===== config.mk =====
export PLATFORM = sky130hd
export DESIGN_NAME = usfb_usart
export DESIGN_NICKNAME = d
export VERILOG_FILES = /design/src/usfb_pkg.sv /design/src/usfb_baud.sv /design/src/usfb_rxfifo.sv /design/src/usfb_usart.sv
export SDC_FILE = /design/constraint.sdc
export NUM_CORES = 1
export LEC_CHECK = 0
export BUFFER_PORTS_ARGS = -buffer_cell sky130_fd_sc_hd__buf_2
export CAP_MARGIN = 20
export CORE_MARGIN = 8
export CORE_UTILIZATION = 49
export CTS_CLUSTER_SIZE = 40
export DETAILED_ROUTE_END_ITERATION = 8
export PLACE_DENSITY_LB_ADDON = 0.2
export SLEW_MARGIN = 20
export SYNTH_ARGS = -nofsm -noshare
export SYNTH_HDL_FRONTEND = slang
export SYNTH_SLANG_ARGS = --single-unit

===== constraint.sdc =====
create_clock -name ref_clk_i -period 6.76 [get_ports ref_clk_i]
set_clock_uncertainty 0.2 [all_clocks]
set_input_delay 0.338 -clock ref_clk_i [delete_from_list [all_inputs] [get_ports ref_clk_i]]
set_output_delay 0.338 -clock ref_clk_i [all_outputs]
set_load 0.1 [all_outputs]

===== src/usfb_pkg.sv =====
package usfb_pkg;

  // ****************************************
  // register map
  // ****************************************
  localparam int         ADR_W       = 3;
  localparam logic [2:0] ADR_DATA    = 3'h0;
  localparam logic [2:0] ADR_STATUS  = 3'h1;
  localparam logic [2:0] ADR_CTRL    = 3'h2;
  localparam logic [2:0] ADR_FRAME   = 3'h3;
  localparam logic [2:0] ADR_BAUD_LO = 3'h4;
  localparam logic [2:0] ADR_BAUD_HI = 3'h5;

  // ****************************************
  // reset values
  // ****************************************
  localparam logic [7:0] STATUS_RST  = 8'h20;
  localparam logic [7:0] CTRL_RST    = 8'h00;
  localparam logic [7:0] FRAME_RST   = 8'h06;
  localparam logic [7:0] BAUD_RST    = 8'h00;

  // ****************************************
  // field positions
  // ****************************************
  localparam int ST_RXC    = 7;
  localparam int ST_TXC    = 6;
  localparam int CT_RXEN   = 4;
  localparam int CT_TXEN   = 3;
  localparam int CT_DBL    = 2;
  localparam int CT_FILTER = 1;
  localparam int CT_TX9    = 0;
  localparam int FR_PODD   = 4;
  localparam int FR_PEN    = 5;
  localparam int FR_STOP2  = 3;
  localparam int FR_ORDER  = 2;
  localparam int FR_PHASE  = 1;

  // ****************************************
  // mode codes
  // ****************************************
  localparam logic [1:0] MODE_ASYNC = 2'h0;
  localparam logic [1:0] MODE_SYNC  = 2'h1;
  localparam logic [1:0] MODE_IRDA  = 2'h2;
  localparam logic [1:0] MODE_SPIM  = 2'h3;
  localparam logic [2:0] CHSIZE_9   = 3'h7;

  // ****************************************
  // sampling counts
  // ****************************************
  localparam logic [4:0] SPB_NORMAL  = 5'h10;
  localparam logic [4:0] SPB_DOUBLE  = 5'h08;
  localparam logic [4:0] VOTE_NORMAL = 5'h0A;
  localparam logic [4:0] VOTE_DOUBLE = 5'h06;
  localparam logic [3:0] SPI_BITS    = 4'h8;

  typedef enum logic [1:0] {RX_IDLE, RX_START, RX_DATA} usfb_rx_state_t;

  function automatic logic [3:0] usfb_nbits(input logic [2:0] cs);
    usfb_nbits = (cs == CHSIZE_9) ? 4'h9 : 4'({1'b0, cs} + 4'h5);
  endfunction

endpackage


===== src/usfb_baud.sv =====
`timescale 1ns/100ps
module usfb_baud #(
  parameter int BW = 12
) (
  input  wire logic          ref_clk_i,
  input  wire logic          nrst_i,
  input  wire logic [BW-1:0] baud_select_value_i,
  input  wire logic [3:0]    baud_scale_exponent_i,
  output logic               tick_o
);
  import usfb_pkg::*;

  logic [BW:0] cnt_q;
  logic [7:0]  per_q;
  logic        tick_q;
  logic        neg;
  logic [3:0]  nabs;
  logic [7:0]  wrap_at;
  logic        wrap;

  assign neg     = baud_scale_exponent_i[3];
  assign nabs    = 4'(~baud_scale_exponent_i + 4'h1);
  assign wrap_at = neg ? 8'((9'h001 << nabs) - 9'h001)
                       : 8'((9'h001 << baud_scale_exponent_i[2:0]) - 9'h001);
  assign wrap    = (per_q == wrap_at);

  // ****************************************
  // down-counter with fractional stretch
  // ****************************************
  always_ff @(posedge ref_clk_i or negedge nrst_i) begin
    if (!nrst_i) begin
      cnt_q  <= '0;
      per_q  <= 8'h00;
      tick_q <= 1'b0;
    end else if (cnt_q == '0) begin
      cnt_q  <= {1'b0, baud_select_value_i} + (BW+1)'(neg && wrap);
      per_q  <= wrap ? 8'h00 : 8'(per_q + 8'h01);
      tick_q <= neg || wrap;
    end else begin
      cnt_q  <= cnt_q - 1'b1;
      tick_q <= 1'b0;
    end
  end

  assign tick_o = tick_q;

endmodule // usfb_baud


===== src/usfb_rxfifo.sv =====
`timescale 1ns/100ps
module usfb_rxfifo #(
  parameter int W     = 11,
  parameter int DEPTH = 2
) (
  input  wire logic         ref_clk_i,
  input  wire logic         nrst_i,
  input  wire logic         flush_i,
  input  wire logic         push_i,
  input  wire logic [W-1:0] data_i,
  input  wire logic         pop_i,
  output logic [W-1:0]      head_o,
  output logic              empty_o,
  output logic              full_o
);
  import usfb_pkg::*;

  localparam int CW = $clog2(DEPTH + 1);

  logic [W-1:0]  mem_q [DEPTH];
  logic [CW-1:0] cnt_q;

  // ****************************************
  // shift entries, oldest at index 0
  // ****************************************
  for (genvar i = 0; i < DEPTH; i++) begin : g_ent
    logic [W-1:0] nxt;
    if (i == DEPTH - 1) begin : g_last
      assign nxt = '0;
    end else begin : g_mid
      assign nxt = mem_q[i+1];
    end
    always_ff @(posedge ref_clk_i or negedge nrst_i) begin
      if (!nrst_i) begin
        mem_q[i] <= '0;
      end else if (pop_i) begin
        mem_q[i] <= (push_i && CW'(i + 1) == cnt_q) ? data_i : nxt;
      end else if (push_i && CW'(i) == cnt_q) begin
        mem_q[i] <= data_i;
      end
    end
  end

  always_ff @(posedge ref_clk_i or negedge nrst_i) begin
    if (!nrst_i) begin
      cnt_q <= '0;
    end else if (flush_i) begin
      cnt_q <= '0;
    end else if (push_i && !pop_i) begin
      cnt_q <= cnt_q + 1'b1;
    end else if (pop_i && !push_i) begin
      cnt_q <= cnt_q - 1'b1;
    end
  end

  assign head_o  = mem_q[0];
  assign empty_o = (cnt_q == '0);
  assign full_o  = (cnt_q == CW'(DEPTH));

endmodule // usfb_rxfifo


===== src/usfb_usart.sv =====
// Overview of operation
// a baud tick fires at each counter zero; receiver samples line per tick; a positive exponent ticks only every 2^exponent zeros here
// fractional scale inserts an extra count periodically, stretching mean period
// normal async bits sampled sixteen times, centre three samples vote
// software keeps two to the scale under half the frame cycle count
// software enables transmitter in spi master mode, receiver when needed
// spi master mode drives transfer clock pin from the transmitter
// in spi master mode a data write starts every transfer
// spi master mode forces frame, overrun and parity error to zero
// phase and bit order controls act as on a standard spi master
// master only: serial out is mosi, serial in is miso, no select
// spi master keeps tx holding buffer, rx extra level, no collision flag
// filter frame type from first stop bit, or ninth bit if nine
// frame type one is address; filter drops data frames
// sender unaffected by filter, uses two stops for short characters
// filtering master sends nine bit characters, ninth bit marks address
// addressed slave turns filter off, back on after last data frame
// software never combines infrared mode with double speed
// tx and rx holding buffers share one address, write tx, read rx
// short characters: tx ignores upper bits, rx returns them zero
// data write while tx buffer not empty is discarded
// enabled transmitter moves buffer to empty shifter, then shifts out
// rx buffer is two deep; flags advance on each data read
// rx complete shows unread data; rx disable or one-write flushes
// tx empty flag set at reset and when empty, cleared by write
// overrun when buffer full, shifter waiting and new start detected
// double speed halves divider in async only, no effect in sync
// counter reloads from select value; exponent sets stretch frequency
//
// Decided for this implementation: the strobed register port.
`timescale 1ns/100ps
module usfb_usart (
  input  wire logic                      ref_clk_i,
  input  wire logic                      nrst_i,
  input  wire logic [usfb_pkg::ADR_W-1:0] addr_i,
  input  wire logic [7:0]                wdata_i,
  input  wire logic                      wr_i,
  input  wire logic                      rd_i,
  output logic [7:0]                     rdata_o,
  input  wire logic                      rxd_i,
  output logic                           txd_o,
  output logic                           txd_oe_o,
  output logic                           xck_o,
  output logic                           xck_oe_o
);
  import usfb_pkg::*;

  // ****************************************
  // declarations
  // ****************************************
  logic [7:0]     ctrl_q;
  logic [7:0]     frame_q;
  logic [7:0]     baud_lo_q;
  logic [7:0]     baud_hi_q;
  logic [7:0]     rdata_q;
  logic [8:0]     txb_q;
  logic           txb_full_q;
  logic           txc_q;
  logic [12:0]    tx_sh_q;
  logic [3:0]     tx_left_q;
  logic [4:0]     tx_smp_q;
  logic           tx_busy_q;
  logic           tx_ph_q;
  logic           txd_q;
  logic           txd_oe_q;
  logic           xck_q;
  logic           xck_oe_q;
  usfb_rx_state_t rx_st_q;
  logic           rx_prev_q;
  logic [4:0]     rx_smp_q;
  logic [1:0]     rx_vote_q;
  logic [3:0]     rx_cnt_q;
  logic [10:0]    rx_sh_q;
  logic [7:0]     spi_rx_q;
  logic           pend_q;
  logic [10:0]    pend_word_q;
  logic           ovf_q;
  logic           tick;
  logic [10:0]    head;
  logic           empty;
  logic           full;

  logic           spim;
  logic           dbl_eff;
  logic [4:0]     spb;
  logic [4:0]     vote_at;
  logic [3:0]     nd;
  logic           par_en;
  logic           par_odd;
  logic           cpha;
  logic           lsbf;
  logic           rx_en;
  logic           tx_en;
  logic           filter;
  logic [7:0]     mask8;
  logic [3:0]     tx_total;
  logic [3:0]     rx_total;
  logic           wr_data;
  logic           wr_status;
  logic           rd_data;
  logic           tx_go;
  logic           tx_done;
  logic           spi_samp;
  logic           spi_last;
  logic [7:0]     spi_rx_d;
  logic [7:0]     spi_rx_n;
  logic [12:0]    tx_fr;
  logic [8:0]     tx_dat;
  logic [4:0]     smp_nx;
  logic           vote_now;
  logic           vbit;
  logic           start_seen;
  logic [10:0]    rx_sh_n;
  logic           a_done;
  logic [8:0]     a_dat;
  logic           a_stop;
  logic           a_parity_error_flag;
  logic           accept;
  logic           got_ok;
  logic [10:0]    got_word;
  logic           flush;
  logic           pop;
  logic           push;
  logic [10:0]    push_word;

  // ****************************************
  // configuration decode
  // ****************************************
  assign spim     = (frame_q[7:6] == MODE_SPIM);
  assign dbl_eff  = ctrl_q[CT_DBL] && (frame_q[7:6] != MODE_SYNC) && !spim;
  assign spb      = dbl_eff ? SPB_DOUBLE : SPB_NORMAL;
  assign vote_at  = dbl_eff ? VOTE_DOUBLE : VOTE_NORMAL;
  assign nd       = usfb_nbits(frame_q[2:0]);
  assign par_en   = frame_q[FR_PEN];
  assign par_odd  = frame_q[FR_PODD];
  assign cpha     = frame_q[FR_PHASE];
  assign lsbf     = frame_q[FR_ORDER];
  assign rx_en    = ctrl_q[CT_RXEN];
  assign tx_en    = ctrl_q[CT_TXEN];
  assign filter   = ctrl_q[CT_FILTER] && !spim;
  assign mask8    = (nd >= 4'h8) ? 8'hFF : 8'(8'hFF >> 4'(4'h8 - nd));
  assign tx_total = 4'(4'h2 + nd + {3'h0, par_en} + {3'h0, frame_q[FR_STOP2]});
  assign rx_total = 4'(nd + {3'h0, par_en} + 4'h1);

  assign wr_data   = wr_i && (addr_i == ADR_DATA);
  assign wr_status = wr_i && (addr_i == ADR_STATUS);
  assign rd_data   = rd_i && (addr_i == ADR_DATA);

  // ****************************************
  // baud generator and receive buffer
  // ****************************************
  usfb_baud #(
    .BW (12)
  ) u_baud (
    .ref_clk_i (ref_clk_i),
    .nrst_i    (nrst_i),
    .baud_select_value_i    ({baud_hi_q[3:0], baud_lo_q}),
    .baud_scale_exponent_i  (baud_hi_q[7:4]),
    .tick_o    (tick)
  );

  usfb_rxfifo #(
    .W     (11),
    .DEPTH (2)
  ) u_fifo (
    .ref_clk_i (ref_clk_i),
    .nrst_i    (nrst_i),
    .flush_i   (flush),
    .push_i    (push),
    .data_i    (push_word),
    .pop_i     (pop),
    .head_o    (head),
    .empty_o   (empty),
    .full_o    (full)
  );

  // ****************************************
  // control registers
  // ****************************************
  always_ff @(posedge ref_clk_i or negedge nrst_i) begin
    if (!nrst_i) begin
      ctrl_q    <= CTRL_RST;
      frame_q   <= FRAME_RST;
      baud_lo_q <= BAUD_RST;
      baud_hi_q <= BAUD_RST;
    end else if (wr_i) begin
      case (addr_i)
        ADR_CTRL:    ctrl_q    <= wdata_i;
        ADR_FRAME:   frame_q   <= wdata_i;
        ADR_BAUD_LO: baud_lo_q <= wdata_i;
        ADR_BAUD_HI: baud_hi_q <= wdata_i;
        default: ;
      endcase
    end
  end

  // ****************************************
  // transmit buffer and flags
  // ****************************************
  assign tx_go   = txb_full_q && tx_en && !tx_busy_q;
  assign tx_done = tx_busy_q && tick && (tx_left_q == 4'h1) &&
                   (spim ? tx_ph_q : (tx_smp_q == 5'(spb - 5'h01)));

  always_ff @(posedge ref_clk_i or negedge nrst_i) begin
    if (!nrst_i) begin
      txb_q      <= 9'h000;
      txb_full_q <= 1'b0;
    end else if (tx_go) begin
      txb_full_q <= 1'b0;
    end else if (wr_data && !txb_full_q) begin
      txb_q      <= {ctrl_q[CT_TX9], wdata_i & (spim ? 8'hFF : mask8)};
      txb_full_q <= 1'b1;
    end
  end

  always_ff @(posedge ref_clk_i or negedge nrst_i) begin
    if (!nrst_i) begin
      txc_q <= 1'b0;
    end else if (tx_done && !txb_full_q) begin
      txc_q <= 1'b1;
    end else if (wr_status && wdata_i[ST_TXC]) begin
      txc_q <= 1'b0;
    end
  end

  // ****************************************
  // transmit frame build
  // ****************************************
  always_comb begin
    tx_dat = {(nd == 4'h9) && txb_q[8], txb_q[7:0]};
    tx_fr  = '1;
    tx_fr[0] = 1'b0;
    for (int i = 0; i < 9; i++) begin
      if (4'(i) < nd) begin
        tx_fr[i+1] = tx_dat[i];
      end
    end
    if (par_en) begin
      tx_fr[4'(nd + 4'h1)] = ^tx_dat ^ par_odd;
    end
  end

  // ****************************************
  // transmit shifter and transfer clock
  // ****************************************
  always_ff @(posedge ref_clk_i or negedge nrst_i) begin
    if (!nrst_i) begin
      tx_sh_q   <= '1;
      tx_left_q <= 4'h0;
      tx_smp_q  <= 5'h00;
      tx_busy_q <= 1'b0;
      tx_ph_q   <= 1'b0;
      txd_q     <= 1'b1;
      xck_q     <= 1'b0;
    end else if (tx_go) begin
      tx_busy_q <= 1'b1;
      tx_smp_q  <= 5'h00;
      tx_ph_q   <= 1'b0;
      xck_q     <= 1'b0;
      if (spim) begin
        tx_sh_q   <= {5'h1F, lsbf ? txb_q[7:0] : {<<{txb_q[7:0]}}};
        tx_left_q <= SPI_BITS;
        txd_q     <= lsbf ? txb_q[0] : txb_q[7];
      end else begin
        tx_sh_q   <= tx_fr;
        tx_left_q <= tx_total;
        txd_q     <= 1'b0;
      end
    end else if (tx_busy_q && tick) begin
      if (spim) begin
        tx_ph_q <= ~tx_ph_q;
        xck_q   <= ~tx_ph_q;
        if (!tx_ph_q && cpha) begin
          txd_q <= tx_sh_q[0];
        end
        if (tx_ph_q) begin
          tx_sh_q   <= {1'b1, tx_sh_q[12:1]};
          tx_left_q <= tx_left_q - 4'h1;
          if (!cpha) begin
            txd_q <= tx_sh_q[1];
          end
          if (tx_left_q == 4'h1) begin
            tx_busy_q <= 1'b0;
          end
        end
      end else if (tx_smp_q == 5'(spb - 5'h01)) begin
        tx_smp_q  <= 5'h00;
        tx_sh_q   <= {1'b1, tx_sh_q[12:1]};
        tx_left_q <= tx_left_q - 4'h1;
        txd_q     <= tx_sh_q[1];
        if (tx_left_q == 4'h1) begin
          tx_busy_q <= 1'b0;
          txd_q     <= 1'b1;
        end
      end else begin
        tx_smp_q <= tx_smp_q + 5'h01;
      end
    end
  end

  always_ff @(posedge ref_clk_i or negedge nrst_i) begin
    if (!nrst_i) begin
      txd_oe_q <= 1'b0;
      xck_oe_q <= 1'b0;
    end else begin
      txd_oe_q <= tx_en || tx_busy_q || txb_full_q;
      xck_oe_q <= spim;
    end
  end

  // ****************************************
  // spi receive path
  // ****************************************
  assign spi_samp = spim && tx_busy_q && tick && (cpha ? tx_ph_q : !tx_ph_q);
  assign spi_last = spim && tx_done;
  assign spi_rx_d = lsbf ? {rxd_i, spi_rx_q[7:1]} : {spi_rx_q[6:0], rxd_i};
  assign spi_rx_n = spi_samp ? spi_rx_d : spi_rx_q;

  always_ff @(posedge ref_clk_i or negedge nrst_i) begin
    if (!nrst_i) begin
      spi_rx_q <= 8'h00;
    end else if (spi_samp) begin
      spi_rx_q <= spi_rx_d;
    end
  end

  // ****************************************
  // async receiver
  // ****************************************
  assign smp_nx     = (rx_smp_q == spb) ? 5'h01 : 5'(rx_smp_q + 5'h01);
  assign vote_now   = (smp_nx == vote_at);
  assign vbit       = (rx_vote_q[1] & rx_vote_q[0]) | (rx_vote_q[1] & rxd_i) |
                      (rx_vote_q[0] & rxd_i);
  assign start_seen = tick && rx_en && !spim && (rx_st_q == RX_IDLE) &&
                      rx_prev_q && !rxd_i;

  always_ff @(posedge ref_clk_i or negedge nrst_i) begin
    if (!nrst_i) begin
      rx_st_q   <= RX_IDLE;
      rx_prev_q <= 1'b1;
      rx_smp_q  <= 5'h00;
      rx_vote_q <= 2'h3;
      rx_cnt_q  <= 4'h0;
      rx_sh_q   <= 11'h000;
    end else if (!rx_en || spim) begin
      rx_st_q   <= RX_IDLE;
      rx_prev_q <= 1'b1;
    end else if (tick) begin
      rx_prev_q <= rxd_i;
      rx_vote_q <= {rx_vote_q[0], rxd_i};
      rx_smp_q  <= smp_nx;
      case (rx_st_q)
        RX_IDLE: begin
          if (rx_prev_q && !rxd_i) begin
            rx_st_q  <= RX_START;
            rx_smp_q <= 5'h01;
            rx_cnt_q <= 4'h0;
          end
        end
        RX_START: begin
          if (vote_now) begin
            rx_st_q <= vbit ? RX_IDLE : RX_DATA;
          end
        end
        RX_DATA: begin
          if (vote_now) begin
            rx_sh_q  <= rx_sh_n;
            rx_cnt_q <= rx_cnt_q + 4'h1;
            if (rx_cnt_q == 4'(rx_total - 4'h1)) begin
              rx_st_q <= RX_IDLE;
            end
          end
        end
        default: rx_st_q <= RX_IDLE;
      endcase
    end
  end

  always_comb begin
    rx_sh_n = rx_sh_q;
    rx_sh_n[rx_cnt_q] = vbit;
  end

  assign a_done = tick && rx_en && !spim && (rx_st_q == RX_DATA) && vote_now &&
                  (rx_cnt_q == 4'(rx_total - 4'h1));
  assign a_dat  = {(nd == 4'h9) && rx_sh_n[8], rx_sh_n[7:0] & mask8};
  assign a_stop = rx_sh_n[4'(nd + {3'h0, par_en})];
  assign a_parity_error_flag = par_en && (^a_dat ^ rx_sh_n[nd] ^ par_odd);
  assign accept = !filter || ((nd == 4'h9) ? a_dat[8] : a_stop);

  assign got_ok   = (a_done && accept) || (spi_last && rx_en);
  assign got_word = spim ? {3'h0, spi_rx_n} : {a_parity_error_flag, !a_stop, a_dat};

  // ****************************************
  // receive buffering and overrun
  // ****************************************
  assign flush     = !rx_en || (wr_status && wdata_i[ST_RXC]);
  assign pop       = rd_data && !empty;
  assign push      = !flush && (pend_q ? !full : (got_ok && !full));
  assign push_word = pend_q ? pend_word_q : got_word;

  always_ff @(posedge ref_clk_i or negedge nrst_i) begin
    if (!nrst_i) begin
      pend_q      <= 1'b0;
      pend_word_q <= 11'h000;
    end else if (flush) begin
      pend_q      <= got_ok;
      pend_word_q <= got_word;
    end else if (pend_q && !full) begin
      pend_q      <= got_ok;
      pend_word_q <= got_word;
    end else if (got_ok && full) begin
      pend_q      <= 1'b1;
      pend_word_q <= got_word;
    end
  end

  always_ff @(posedge ref_clk_i or negedge nrst_i) begin
    if (!nrst_i) begin
      ovf_q <= 1'b0;
    end else if (start_seen && full && pend_q) begin
      ovf_q <= 1'b1;
    end else if (flush || pop) begin
      ovf_q <= 1'b0;
    end
  end

  // ****************************************
  // register read
  // ****************************************
  always_ff @(posedge ref_clk_i or negedge nrst_i) begin
    if (!nrst_i) begin
      rdata_q <= 8'h00;
    end else if (rd_i) begin
      case (addr_i)
        ADR_DATA:    rdata_q <= (empty || !rx_en) ? 8'h00 : head[7:0];
        ADR_STATUS:  rdata_q <= {!empty && rx_en, txc_q, !txb_full_q,
                                 head[9] && !empty && rx_en && !spim,
                                 ovf_q && !spim,
                                 head[10] && !empty && rx_en && !spim,
                                 1'b0,
                                 head[8] && !empty && rx_en && !spim};
        ADR_CTRL:    rdata_q <= ctrl_q;
        ADR_FRAME:   rdata_q <= frame_q;
        ADR_BAUD_LO: rdata_q <= baud_lo_q;
        ADR_BAUD_HI: rdata_q <= baud_hi_q;
        default:     rdata_q <= 8'h00;
      endcase
    end else begin
      rdata_q <= 8'h00;
    end
  end

  assign rdata_o  = rdata_q;
  assign txd_o    = txd_q;
  assign txd_oe_o = txd_oe_q;
  assign xck_o    = xck_q;
  assign xck_oe_o = xck_oe_q;

endmodule // usfb_usart


==> out/qor.csv <==
metric,value,unit
outcome,finished clean,
start_util,49.7,%
drtAntennaViolNets,0,
clkLatencyLatePin,450,ps
p_leak,5.03,nW
first_pass_iters,5,
syn_nets,1208,
synth.cell_area,10800,sq um
cp_max_fo,10,
vias,8775,
synthCells,1157,
hold_violations,0,
rows,54,
cts_tree,built,
io_pins,28,
fill_cells,1998,
mostFrequentLayoutCells,"151 x dfrtp_1, 129 x nand2_1, 76 x o21ai_0",
viasPerCell,6.11,
dp_slack,1900,ps
grt.overflow.total,0,
synth-xor-area-share,5.11,%
power_density,336,nW/um^2
first_iter_violations,905,
drive_above_1_share,15.7,%
coreArea,21800,sq um
hold_depth,2,
die_x,165,um
wl_per_cell,19.5,um
seq_area,4280,sq um
muxShareOfSynthArea,11.0,%
cts_sinks,170,
clockRootBuffer,clkbuf_16,
tns,0,ps
rsz0062_at_grt,no,
clk_path_buf_depth,2,
synthAdderAreaFrac,4.31,%
cp.required,6930,ps
n_antenna_cell,0,
mostFrequentLayoutCell,dfrtp_1,
portBuffers,27,
yosys.area.top_type,dfrtp_1,
synth_async_sr_flop_share,100,%
multiInputGateArea,6100,sq um
area_delta_synth_final,8.50,%
critPathCaptureType,flop,
cts_max_level,4,
whs_endpoint,baud_lo_q[0],
hold_class,in -> reg,
ys_seq_area_share,39.5,%
maxSlewViolCount,0,
worstReg2RegEnd,u_baud.cnt_q[10],
synth-seq-cells,170,
gp_routability_congestion,0.887,
cp.arrival,5130,ps
min_period,4960,ps
die_y,165,um
finish.instance_area,11700,sq um
ys_dominant_reg_cell,dfrtp_1,
drv_cap,0,
cts_made_buffers,17,
worstMarginPinSlew,903,ps
wl,28000,um
placed_cell_area,11100,sq um
yosys_warnings,0,
fmax,0.202,GHz
setup_viol,0,
yosys-top-cells-area,"dfrtp_1 35%, mux2_2 6.3%, dfstp_2 4.6%",
dpl.hpwl,19500,um
drc,0,
synth.avg_cell_area,9.35,sq um
synthSimpleGateAreaFrac,17.7,%
hold_start,wdata_i[0],
rrSetupSlack,1800,ps
synth_top_family_by_area,compound AO/OA/AOI/OAI gates,
grt_pass1_wl,46500,um
finish.utilization,54.0,%
grt_max_degree,93,
critPathLaunchType,flop,
reg2reg_depth,21,
antenna_found_initial,0,
relSlewSlack,39.8,%
die-area,27100,sq um
r2r-start,baud_hi_q[4],
cts-resized-gates,0,
synth-compound-area-share,18.2,%
period_share,73.4,%
netlist.area_leader.share,34.9,%
critPathKind,reg -> reg,
ys_types,82,
clk_pin_slew,80,ps
finalWorstSetupSlack,1800,ps
grt_pass1_vias,8525,
vdd_drop_max,0.205,mV
track_usage,21.5,%
synth_edf_count,0,
layout.nets,1194,
==> cell usage after synthesis (all sizes together) (7+ instances only) <==
library cell	n
buf	21
ha	34
clkbuf	50
nor4	10
and3	11
or2	7
a31oi	28
nor4b	10
nand3b	9
nor3b	11
dfstp	19
nor3	22
nand4	17
a22oi	10
nor2	71
dfrtp	151
o21ai	78
a221o	10
nor2b	15
and2	11
a21oi	60
a211oi	8
nand2	129
mux2i	32
nand3	31
inv	38
o31ai	17
or3	10
xor2	18
xnor2	40
a21o	8
mux2	72
nand2b	11
==> per-layer routing <==
metal / wire length (um) / part of all wire (%) / global-route usage [%] / vias up
met5: 0 / 0 / 0 / -
met4: 453 / 1.6 / 6.22 / 0
met3: 1290 / 4.6 / 3.19 / 32
met2: 13000 / 46 / 33.0 / 254
met1: 13300 / 47 / 30.8 / 4295
li1: - / - / - / 4194
==> state kept, by name (all words and copies together) (netlist names), 9 cells and up <==
register,count
tx_sh_q,13
u_baud.cnt_q,13
pend_word_q,11
rx_sh_q,11
u_fifo.g_ent.nxt,11
u_fifo.head_o,11
txb_q,9
==> area by class of cell <==
type	instances	area share, %
Clock buffer	17	3.62
Clock inverter	15	1.73
Inverter	38	1.21
Multi-Input combinational cell	878	52.0
Sequential cell	170	36.4
Tap cell	280	2.98
Timing Repair Buffer	38	2.05
==> worst max-delay path, cell delays in order (launching register included) <==
cell and delay, ps:
dfrtp_1 520, inv_1 220, ha_1 280, nand2b_1 180, nand2_1 100, and2_1 310, nand3_1 130, ha_1 220
o21ai_0 140, a21oi_1 90, xnor2_1 160, nand4_1 260, nor3_1 540, and2_1 230, ha_1 190, ha_1 190
and3_1 200, nand3_1 120, nor2_1 180, nand4_1 130, xor2_1 160, a21oi_1 140
==> cells by family after synthesis <==
| kind of cell | after synthesis |
|---|---|
| AO/OA/AOI/OAI | 291 |
| XOR/XNOR | 60 |
| adder cells (fa/ha/maj) | 37 |
| buffers and inverters | 109 |
| flip-flops | 170 |
| multiplexers | 105 |
| AND/OR/NAND/NOR | 385 |
==> repair_timing <==
| action | CTS | global route |
|---|---|---|
| hold endpoints to repair | 83 | 0 |
| buffers inserted | 0 | 0 |
| hold buffers | 5 | 0 |
==> worst max-delay path by stage <==
stage / endpoint / from / slack, ps
after global placement: u_baud.cnt_q[10] / baud_hi_q[4] / 2100
after global routing: u_baud.cnt_q[10] / baud_hi_q[4] / 1380
after detailed placement: u_baud.cnt_q[10] / baud_hi_q[4] / 1900
final: u_baud.cnt_q[10] / baud_hi_q[4] / 1800
after CTS: u_baud.cnt_q[10] / baud_hi_q[4] / 1880
after floorplan: u_baud.cnt_q[10] / baud_hi_q[4] / 2380
==> where the power goes <==
group | switching, W | internal [W]
Clock | 0.000499 | 0.000540
Combinational | 0.000810 | 0.000588
Sequential | 0.000265 | 0.00125
==> stage by stage <==
stage	std cells	hold slack [ps]	power, W
after CTS	1436	20.6	0.00395
after floorplan	1157	-158	0.00255
final	1436	27.4	0.00395
after global placement	1399	249	0.00287
after global routing	1436	22.3	0.00419
after detailed placement	1399	254	0.00290
Power figures use the tool's default switching activity.
